**src/rtl/ppc_pkg.sv**
```systemverilog
/*
  Shared constants for the channel port group control block:
  word layouts, link codes, far-end register map and reset values.
  Assumes 16-bit processor words and eight channel ports.
*/
package ppc_pkg;

  // Group size and word width
  localparam int PORT_COUNT = 8;
  localparam int WORD_W     = 16;

  // Select/connect word layout
  localparam int         CONN_LO      = 12;
  localparam logic [3:0] CONNECT_CODE = 4'h3;
  localparam int         COUPLER_BIT  = 8;

  // Command word layout
  localparam int CMD_CLR_IRQ = 11;
  localparam int CMD_PCLR    = 12;
  localparam int CMD_CODE_HI = 13;
  localparam int CMD_CODE_LO = 14;
  localparam int CMD_STROBE  = 15;

  // Status word layouts
  localparam int PS_CPL_ERR  = 0;
  localparam int PS_BANK_W4  = 1;
  localparam int PS_BANK_W2  = 2;
  localparam int PS_BANK_W1  = 3;
  localparam int PS_PORT_LO  = 8;
  localparam int CS_ANY_ERR  = 0;
  localparam int CS_IRQ_LO   = 8;

  // Control codes, first bit has weight 2
  localparam logic [1:0] CODE_INVALID  = 2'h0;
  localparam logic [1:0] CODE_CHAN_FLG = 2'h1;
  localparam logic [1:0] CODE_EXT_FLG  = 2'h2;
  localparam logic [1:0] CODE_SUSPEND  = 2'h3;

  // Far-end register offsets (byte addresses)
  localparam logic [11:0] REG_STATUS   = 12'h000;
  localparam logic [11:0] REG_MASK     = 12'h004;
  localparam logic [11:0] REG_IRQ_SEND = 12'h008;
  localparam logic [11:0] REG_CODES    = 12'h00c;

  // Far-end status fields, one byte each
  localparam int ST_EXT_LO  = 0;
  localparam int ST_CHAN_LO = 8;
  localparam int ST_SUSP_LO = 16;
  localparam int ST_INV_LO  = 24;

  // Reset values
  localparam logic [15:0] WORD_RST  = 16'h0000;
  localparam logic [31:0] REG32_RST = 32'h0000_0000;

endpackage

```
**src/rtl/ppc_link_if.sv**
```systemverilog
/*
  Link between the port group and the peripheral station ends.
  Both ends share one clock; the bench joins them through this.
*/
`timescale 1ns/1ps
`default_nettype none

interface ppc_link_if;
  import ppc_pkg::*;
  logic [1:0]            code;
  logic [PORT_COUNT-1:0] strobe;
  logic [PORT_COUNT-1:0] periph_irq;

  // Port group end
  modport dev (output code, output strobe, input periph_irq);
  // Peripheral station end
  modport far (input code, input strobe, output periph_irq);
endinterface

`default_nettype wire

```
**src/rtl/ppc_port_group.sv**
```systemverilog
/*
  Port group end: the eight channel ports plus the processor-side
  coupler as seen by the station control processor through two
  output words and two input words.
  Assumes single-cycle write strobes from the processor, parity
  error pulses from each port, and one shared clock with the link.
*/
// Local design decisions: the register offsets and the APB slave port.
`timescale 1ns/1ps
`default_nettype none

// Overview of operation
// - Select bits 0..7 pick ports 8..1
// - Only selected port obeys processor control
// - Group connected only with code in C..F
// - Connection lasts while code 3 held
// - Bit B set-then-clear clears port interrupt
// - Bit C set-then-clear program clears port
// - Bits D,E carry 2-bit control code
// - Bit F sends control code to far end
// - Parity word bit 0: coupler parity error
// - Bits 1..3: selected bank, weights 4,2,1
// - Bits 8..F: port 1..8 parity errors
// - Composite bit 0: any parity error
// - Composite bits 8..F: pending port interrupts
// - Processor connects, selects, then strobes code
// - Control codes only through channel ports
// - Far end acts on flag/suspend codes
// - Peripheral interrupt held in own status bit
module ppc_port_group
  import ppc_pkg::*;
(
  // Clock, reset, enable
  input  wire logic                    pclk,
  input  wire logic                    presetn,
  input  wire logic                    ce,
  // Link to peripheral ends
  ppc_link_if.dev                      link,
  // Processor output words
  input  wire logic                    sel_wr,
  input  wire logic                    cmd_wr,
  input  wire logic [WORD_W-1:0]       wr_data,
  // Processor input words
  output logic      [WORD_W-1:0]       parity_status_word,
  output logic      [WORD_W-1:0]       composite_status_word,
  // Port-side events
  input  wire logic [PORT_COUNT-1:0]   port_par_err,
  input  wire logic [3*PORT_COUNT-1:0] port_bank,
  input  wire logic                    cpl_par_err,
  input  wire logic [2:0]              cpl_bank,
  // Operation selection clears
  output logic      [PORT_COUNT-1:0]   op_clear,
  output logic                         cpl_op_clear
);

  // Held output words
  logic [WORD_W-1:0] sel_r, sel_nxt;
  logic [WORD_W-1:0] cmd_r, cmd_nxt;

  // Per-port state
  logic [PORT_COUNT-1:0]      err_r, err_nxt;
  logic [PORT_COUNT-1:0][2:0] bank_r, bank_nxt;
  logic [PORT_COUNT-1:0]      irq_r, irq_nxt;
  logic                       cpl_err_r, cpl_err_nxt;
  logic [2:0]                 cpl_bank_r, cpl_bank_nxt;

  // Link and processor-facing outputs
  logic [1:0]            code_r, code_nxt;
  logic [PORT_COUNT-1:0] strobe_r, strobe_nxt;
  logic [PORT_COUNT-1:0] opclr_r, opclr_nxt;
  logic                  cpl_opclr_r, cpl_opclr_nxt;
  logic [WORD_W-1:0]     ps_r, ps_nxt;
  logic [WORD_W-1:0]     cs_r, cs_nxt;

  // Decode of the held words
  logic                  connected;
  logic [PORT_COUNT-1:0] sel_vec;
  logic                  one_hot;
  logic                  cpl_sel;
  logic [PORT_COUNT-1:0] tgt;
  logic                  clr_irq_ev;
  logic                  pclr_ev;
  logic                  strobe_ev;
  logic [2:0]            sel_bank;

  // Group connect and one-hot port select
  always_comb begin
    // Bit 12 carries weight 8 of the connect code, bit 15 weight 1
    connected = ({sel_r[CONN_LO],   sel_r[CONN_LO+1],
                  sel_r[CONN_LO+2], sel_r[CONN_LO+3]} ==
                 CONNECT_CODE);
    for (int i = 0; i < PORT_COUNT; i++) begin
      sel_vec[i] = sel_r[PORT_COUNT-1-i];
    end
    one_hot = (sel_vec != '0) &&
              ((sel_vec & (sel_vec - 1'b1)) == '0);
    // Coupler only when no channel port is selected alongside
    cpl_sel = connected && sel_r[COUPLER_BIT] && (sel_vec == '0);
    // Two ports at once would fight over the bank field
    tgt     = (connected && one_hot) ? sel_vec : '0;
  end

  // Command bit edges, old word against the word being written
  always_comb begin
    clr_irq_ev = ce && cmd_wr && cmd_r[CMD_CLR_IRQ] &&
                 !wr_data[CMD_CLR_IRQ];
    pclr_ev    = ce && cmd_wr && cmd_r[CMD_PCLR] &&
                 !wr_data[CMD_PCLR];
    strobe_ev  = ce && cmd_wr && !cmd_r[CMD_STROBE] &&
                 wr_data[CMD_STROBE];
  end

  // Held words: the processor keeps them until rewritten
  always_comb begin
    sel_nxt = sel_r;
    cmd_nxt = cmd_r;
    if (sel_wr) begin
      sel_nxt = wr_data;
    end
    if (cmd_wr) begin
      cmd_nxt = wr_data;
    end
  end

  // Port state; a new event wins over a clear in the same cycle
  always_comb begin
    err_nxt    = err_r;
    bank_nxt   = bank_r;
    irq_nxt    = irq_r;
    opclr_nxt  = '0;
    strobe_nxt = '0;
    code_nxt   = code_r;
    for (int i = 0; i < PORT_COUNT; i++) begin
      if (pclr_ev && tgt[i]) begin
        err_nxt[i]   = 1'b0;
        bank_nxt[i]  = 3'h0;
        opclr_nxt[i] = 1'b1;
      end
      // First failing bank is kept until program clear
      if (port_par_err[i] && (!err_r[i] || (pclr_ev && tgt[i]))) begin
        err_nxt[i]  = 1'b1;
        bank_nxt[i] = port_bank[3*i +: 3];
      end
      if (clr_irq_ev && tgt[i]) begin
        irq_nxt[i] = 1'b0;
      end
      if (link.periph_irq[i]) begin
        irq_nxt[i] = 1'b1;
      end
      // Coupler select never reaches the link
      strobe_nxt[i] = strobe_ev && tgt[i];
    end
    if (strobe_ev && (tgt != '0)) begin
      code_nxt = {wr_data[CMD_CODE_HI],
                  wr_data[CMD_CODE_LO]};
    end
  end

  // Processor-side coupler: program clear only, no codes
  always_comb begin
    cpl_err_nxt   = cpl_err_r;
    cpl_bank_nxt  = cpl_bank_r;
    cpl_opclr_nxt = pclr_ev && cpl_sel;
    if (pclr_ev && cpl_sel) begin
      cpl_err_nxt  = 1'b0;
      cpl_bank_nxt = 3'h0;
    end
    if (cpl_par_err && (!cpl_err_r || (pclr_ev && cpl_sel))) begin
      cpl_err_nxt  = 1'b1;
      cpl_bank_nxt = cpl_bank;
    end
  end

  // Bank count of whichever interface is selected
  always_comb begin
    sel_bank = 3'h0;
    if (cpl_sel) begin
      sel_bank = cpl_bank_nxt;
    end
    for (int i = 0; i < PORT_COUNT; i++) begin
      if (tgt[i]) begin
        sel_bank = bank_nxt[i];
      end
    end
  end

  // Input words; a group not connected reads all zero
  always_comb begin
    ps_nxt = WORD_RST;
    cs_nxt = WORD_RST;
    if (connected) begin
      ps_nxt[PS_CPL_ERR] = cpl_err_nxt;
      ps_nxt[PS_BANK_W4] = sel_bank[2];
      ps_nxt[PS_BANK_W2] = sel_bank[1];
      ps_nxt[PS_BANK_W1] = sel_bank[0];
      ps_nxt[PS_PORT_LO +: PORT_COUNT] = err_nxt;
      cs_nxt[CS_ANY_ERR] = (|err_nxt) | cpl_err_nxt;
      cs_nxt[CS_IRQ_LO +: PORT_COUNT]  = irq_nxt;
    end
  end

  // State registers, frozen while ce is low
  always_ff @(posedge pclk or negedge presetn) begin
    if (!presetn) begin
      sel_r       <= WORD_RST;
      cmd_r       <= WORD_RST;
      err_r       <= '0;
      bank_r      <= '0;
      irq_r       <= '0;
      cpl_err_r   <= 1'b0;
      cpl_bank_r  <= 3'h0;
      code_r      <= CODE_INVALID;
      strobe_r    <= '0;
      opclr_r     <= '0;
      cpl_opclr_r <= 1'b0;
      ps_r        <= WORD_RST;
      cs_r        <= WORD_RST;
    end else if (ce) begin
      sel_r       <= sel_nxt;
      cmd_r       <= cmd_nxt;
      err_r       <= err_nxt;
      bank_r      <= bank_nxt;
      irq_r       <= irq_nxt;
      cpl_err_r   <= cpl_err_nxt;
      cpl_bank_r  <= cpl_bank_nxt;
      code_r      <= code_nxt;
      strobe_r    <= strobe_nxt;
      opclr_r     <= opclr_nxt;
      cpl_opclr_r <= cpl_opclr_nxt;
      ps_r        <= ps_nxt;
      cs_r        <= cs_nxt;
    end
  end

  // Outputs straight from flops
  assign link.code             = code_r;
  assign link.strobe           = strobe_r;
  assign parity_status_word    = ps_r;
  assign composite_status_word = cs_r;
  assign op_clear              = opclr_r;
  assign cpl_op_clear          = cpl_opclr_r;

endmodule

`default_nettype wire

```
**src/flat_wrapper.sv**
```systemverilog
// flat-port wrapper written by rule: the top's interface ports become plain ports
module ppc_port_group_flat import ppc_pkg::*;
  (pclk, presetn, ce, sel_wr, cmd_wr, wr_data, parity_status_word, composite_status_word, port_par_err, port_bank, cpl_par_err, cpl_bank, op_clear, cpl_op_clear, link_code, link_strobe, link_periph_irq);
  ppc_link_if link_i ();
  input  wire logic pclk;
  input  wire logic presetn;
  input  wire logic ce;
  input  wire logic sel_wr;
  input  wire logic cmd_wr;
  input  wire logic [WORD_W-1:0] wr_data;
  output logic      [WORD_W-1:0] parity_status_word;
  output logic      [WORD_W-1:0] composite_status_word;
  input  wire logic [PORT_COUNT-1:0] port_par_err;
  input  wire logic [3*PORT_COUNT-1:0] port_bank;
  input  wire logic cpl_par_err;
  input  wire logic [2:0] cpl_bank;
  output logic      [PORT_COUNT-1:0] op_clear;
  output logic cpl_op_clear;
  output wire logic [$bits(link_i.code)-1:0] link_code;
  output wire logic [$bits(link_i.strobe)-1:0] link_strobe;
  input wire logic [$bits(link_i.periph_irq)-1:0] link_periph_irq;
  assign link_code = link_i.code;
  assign link_strobe = link_i.strobe;
  assign link_i.periph_irq = link_periph_irq;
  ppc_port_group u_core (.pclk(pclk), .presetn(presetn), .ce(ce), .link(link_i), .sel_wr(sel_wr), .cmd_wr(cmd_wr), .wr_data(wr_data), .parity_status_word(parity_status_word), .composite_status_word(composite_status_word), .port_par_err(port_par_err), .port_bank(port_bank), .cpl_par_err(cpl_par_err), .cpl_bank(cpl_bank), .op_clear(op_clear), .cpl_op_clear(cpl_op_clear));
endmodule
```
**config.mk**
```make
export PLATFORM = sky130hd
export DESIGN_NAME = ppc_port_group_flat
export DESIGN_NICKNAME = d
export VERILOG_FILES = /design/src/rtl/ppc_pkg.sv /design/src/rtl/ppc_link_if.sv /design/src/rtl/ppc_port_group.sv /design/src/flat_wrapper.sv
export SDC_FILE = /design/constraint.sdc
export NUM_CORES = 1
export LEC_CHECK = 0
export BUFFER_PORTS_ARGS = -buffer_cell sky130_fd_sc_hd__clkbuf_2
export CAP_MARGIN = 20
export CORE_ASPECT_RATIO = 0.75
export CORE_MARGIN = 1
export CORE_UTILIZATION = 48
export CTS_BUF_LIST = sky130_fd_sc_hd__clkbuf_8
export DETAILED_ROUTE_END_ITERATION = 7
export HOLD_SLACK_MARGIN = 0.08
export PLACE_DENSITY = 0.72
export SLEW_MARGIN = 20
export SYNTH_ARGS = -nofsm -noshare
export SYNTH_HDL_FRONTEND = slang
export SYNTH_SLANG_ARGS = --single-unit
```
**constraint.sdc**
```tcl
create_clock -name pclk -period 2.05 [get_ports pclk]
set_input_delay 0.205 -clock pclk [delete_from_list [all_inputs] [get_ports pclk]]
set_output_delay 0.205 -clock pclk [all_outputs]
set_load 0.05 [all_outputs]
```
==> flow_metrics.py <==
metrics = {
    "global_routing": {
        "grt_max_degree": 43,
        "grt_pass1_wl_mm": 25.3,
        "grt_pass1_vias": 4914,
        "antenna_found_initial": 0,
        "grt-ovfl-total": 0,
        "grt_usage": 0.301,
    },
    "timing": {
        "finClkSkew_ns": 0.0100,
        "slew_viol_final": 0,
        "setup_viol": 33,
        "hold_viol_final": 0,
        "worst_pin_slew_ns": 0.582,
        "setup_tns_ns": -2.86,
        "rsz0062_at_grt": "yes",
        "relSlewSlack": 0.611,
        "setup_slack_ns": -0.162,
        "max_freq_mhz": 452,
        "fin_crit_ns": 2.21,
        "period_share": 1.08,
    },
    "outcome": {
        "status": "complete, but fails checks",
        "violations": "negative setup slack",
    },
    "clocking": {
        "cts_tree": "built",
        "cts_buffers": 9,
        "cts_buffer_depth": 2,
        "numClockSinks": 100,
        "h-tree-depth": 3,
        "clock-root-buffer": "clkbuf_8",
        "clk_latency_ns": 0.38,
        "path_clk_slew_ns": 0.10,
    },
    "synthesis": {
        "yosysWarningCount": 0,
        "synthCells": 488,
        "synth-seq-cells": 100,
        "synth.distinct_cells": 69,
        "async_flop_share": 1.00,
        "synth-edff-count": 0,
        "synth_flop_cell": "dfrtp_1",
        "seq_area_frac_synth": 0.486,
        "avgSynthCellArea_um2": 10.6,
        "synthesis.area_mm2": 0.00515,
    },
    "worst_hold_path": {
        "worstHoldStart": "port_bank[0]",
        "hp-class": "input port to register",
        "min_to": "u_core.bank_r[0]$_DFFE_PN0P_",
        "hold_depth": 2,
    },
    "setup_path": {
        "r2r_slack_ns": -0.16,
        "reg2reg_from": "u_core.sel_r[2]$_DFFE_PN0P_",
        "r2r_end": "u_core.composite_status_word[0]$_DFFE_PN0P_",
        "path_max_fanout": 6,
        "cp-start-kind": "register",
        "r2r_cells": 7,
        "path_class": "register to register",
        "cp.required_ns": 2.32,
        "worstSetupEndpointType": "register",
        "critical_path_arrival_ns": 2.48,
    },
    "routing": {
        "drtPass1Iterations": 5,
        "drt_iter0_markers": 388,
        "route.detailed.drc": 0,
        "viasPerCell": 5.79,
        "routed_wl_mm": 16.7,
        "ant_nets": 0,
        "wl_per_cell_um": 19.2,
        "via_count": 5032,
    },
    "floorplan": {
        "start_util": 0.497,
        "dieArea_mm2": 0.0112,
        "die_h_um": 91.7,
        "io_pins": 116,
        "design.core.area_mm2": 0.0104,
        "rows": 32,
        "die_w_um": 122,
    },
    "pwr": {
        "p_leak_nw": 3.49,
        "p_per_area_mw_per_mm2": 647,
        "ir_worst_vdd_v": 0.000400,
        "power_mw": 4.86,
    },
    "final_layout": {
        "multi_input_area_mm2": 0.00275,
        "syn_to_final_growth_pct": 45.8,
        "fillerInstances": 762,
        "seqCellArea_mm2": 0.00250,
        "nets": 792,
        "drive_above_1_share": 0.430,
        "final_core_util": 0.724,
    },
    "place": {
        "hpwl_mm": 11.6,
        "gp_congestion": 0.958,
        "io_buffers": 102,
    },
    "job": {
        "max-cap-violations": 0,
    },
}
## worst max-delay path by stage
stage,startpoint,to,slack (ns),cells past startpoint
floorplan,u_core.sel_r[2]$_DFFE_PN0P_,u_core.bank_r[6]$_DFFE_PN0P_,0.05,9
global placement,u_core.sel_r[3]$_DFFE_PN0P_,u_core.composite_status_word[0]$_DFFE_PN0P_,-0.13,7
detailed placement,u_core.sel_r[3]$_DFFE_PN0P_,u_core.composite_status_word[0]$_DFFE_PN0P_,-0.18,7
CTS,u_core.sel_r[2]$_DFFE_PN0P_,u_core.composite_status_word[0]$_DFFE_PN0P_,-0.10,7
global route,u_core.sel_r[2]$_DFFE_PN0P_,u_core.bank_r[4]$_DFFE_PN0P_,-0.28,10
finish,u_core.sel_r[2]$_DFFE_PN0P_,u_core.composite_status_word[0]$_DFFE_PN0P_,-0.16,7
## cell usage after synthesis, types with 5 or more instances
library cell | n | share of area
dfrtp_1 | 100 | 0.49
nand2_1 | 41 | 0.030
a22o_1 | 35 | 0.059
nor2_1 | 26 | 0.019
nand3_1 | 21 | 0.020
o2bb2ai_1 | 20 | 0.034
a21oi_1 | 19 | 0.018
a21o_1 | 18 | 0.026
mux2_2 | 18 | 0.039
buf_4 | 15 | 0.022
nor2b_1 | 15 | 0.018
o21ai_0 | 15 | 0.015
a21boi_0 | 10 | 0.015
clkbuf_1 | 10 | 0.0073
a22oi_1 | 9 | 0.013
buf_2 | 9 | 0.0087
inv_1 | 7 | 0.0051
o21a_1 | 6 | 0.0087
a31oi_1 | 5 | 0.0061
o21ai_2 | 5 | 0.0085
## cells in the final DEF, fill, tap and decap left out, types with 5 or more instances in the layout
| cell | count |
|---|---|
| o21ai_0 | 12 |
| dfrtp_1 | 99 |
| nor2_1 | 21 |
| mux2_2 | 17 |
| a21boi_0 | 5 |
| clkbuf_2 | 101 |
| a22oi_1 | 9 |
| a21oi_2 | 6 |
| inv_1 | 7 |
| nor2b_1 | 12 |
| buf_4 | 95 |
| a22o_1 | 35 |
| nand3_1 | 20 |
| buf_6 | 10 |
| o21a_1 | 6 |
| nor2_4 | 6 |
| nand2_2 | 6 |
| clkbuf_8 | 10 |
| o2bb2ai_1 | 17 |
| conb_1 | 11 |
| a21oi_1 | 12 |
| a31oi_1 | 5 |
| a21o_1 | 17 |
| dlygate4sd3_1 | 45 |
| nand2_1 | 34 |
| o21ai_2 | 7 |
## metrics by stage
| stage | cells | setup WS, ns | instance area [um^2] | hold WS, ns |
|---|---|---|---|---|
| detailed placement | 785 | -0.185 | 6340 | 0.178 |
| floorplan | 498 | 0.0519 | 5190 | -0.0906 |
| CTS | 854 | -0.100 | 7170 | 0.0803 |
| global placement | 785 | -0.125 | 6340 | 0.174 |
| finish | 869 | -0.162 | 7510 | 0.0961 |
| global route | 868 | -0.280 | 7510 | 0.0957 |
## kinds of logic after synthesis
logic type                share of synthesized area
other                                      0.000728
buffers and inverters                        0.0466
AOI/OAI and AO/OA                             0.269
xor gates and xnor gates                    0.00170
and+or+nand+nor                               0.157
muxes                                        0.0393
DFF                                           0.486
## per-layer routing
layer  GRT usage  vias up  part of all wire
li1            -     2290                 -
met1       0.410     2462              0.44
met2       0.465      249              0.46
met3      0.0802       31             0.078
met4      0.0926        0             0.019
met5           0        -                 0
## area by class of cell
class / instances / area share
clock buffer: 10 / 0.0183
multi-input combinational: 354 / 0.366
antenna: 1 / 0.000333
tap: 136 / 0.0227
timing repair buffer: 254 / 0.245
clock inverter: 6 / 0.0105
sequential: 100 / 0.333
inverter: 8 / 0.00400
## report_power, final
group	internal, mW	total, mW	switching, mW
Clock	0.624	1.39	0.765
Sequential	2.15	2.28	0.136
Combinational	0.525	1.19	0.663
Total	3.30	4.86	1.56
## registers in the layout, summed over array words and instances, names as in the netlist
| register | count |
|---|---|
| u_core.bank_r | 24 |
| u_core.cmd_r | 3 |
| u_core.composite_status_word | 9 |
| u_core.cpl_op_clear | 1 |
| u_core.err_r | 8 |
| u_core.cpl_err_r | 1 |
| u_core.sel_r | 13 |
| u_core.cpl_bank_r | 3 |
| u_core.link.code | 2 |
| u_core.link.strobe | 8 |
| u_core.parity_status_word | 12 |
| u_core.op_clear | 8 |
| u_core.irq_r | 8 |
## critical path, stage by stage (launching register included)
cell and delay, ns:
dfrtp_2 0.46, nor3_4 0.29, o21ai_2 0.14, a21o_4 0.30
o41ai_4 0.31, nand4bb_1 0.23, nor4_2 0.29, o2bb2ai_1 0.09
## timing repair
action / in CTS / in global routing
resized for setup: 30 / 57
pin swaps: 19 / 43
endpoints found under the setup margin: 50 / 62
hold buffers: 45 / 0
gates cloned: 0 / 0
endpoints found under the hold margin: 77 / 0
setup buffers: 8 / 14
Power figures use the tool's default switching activity.
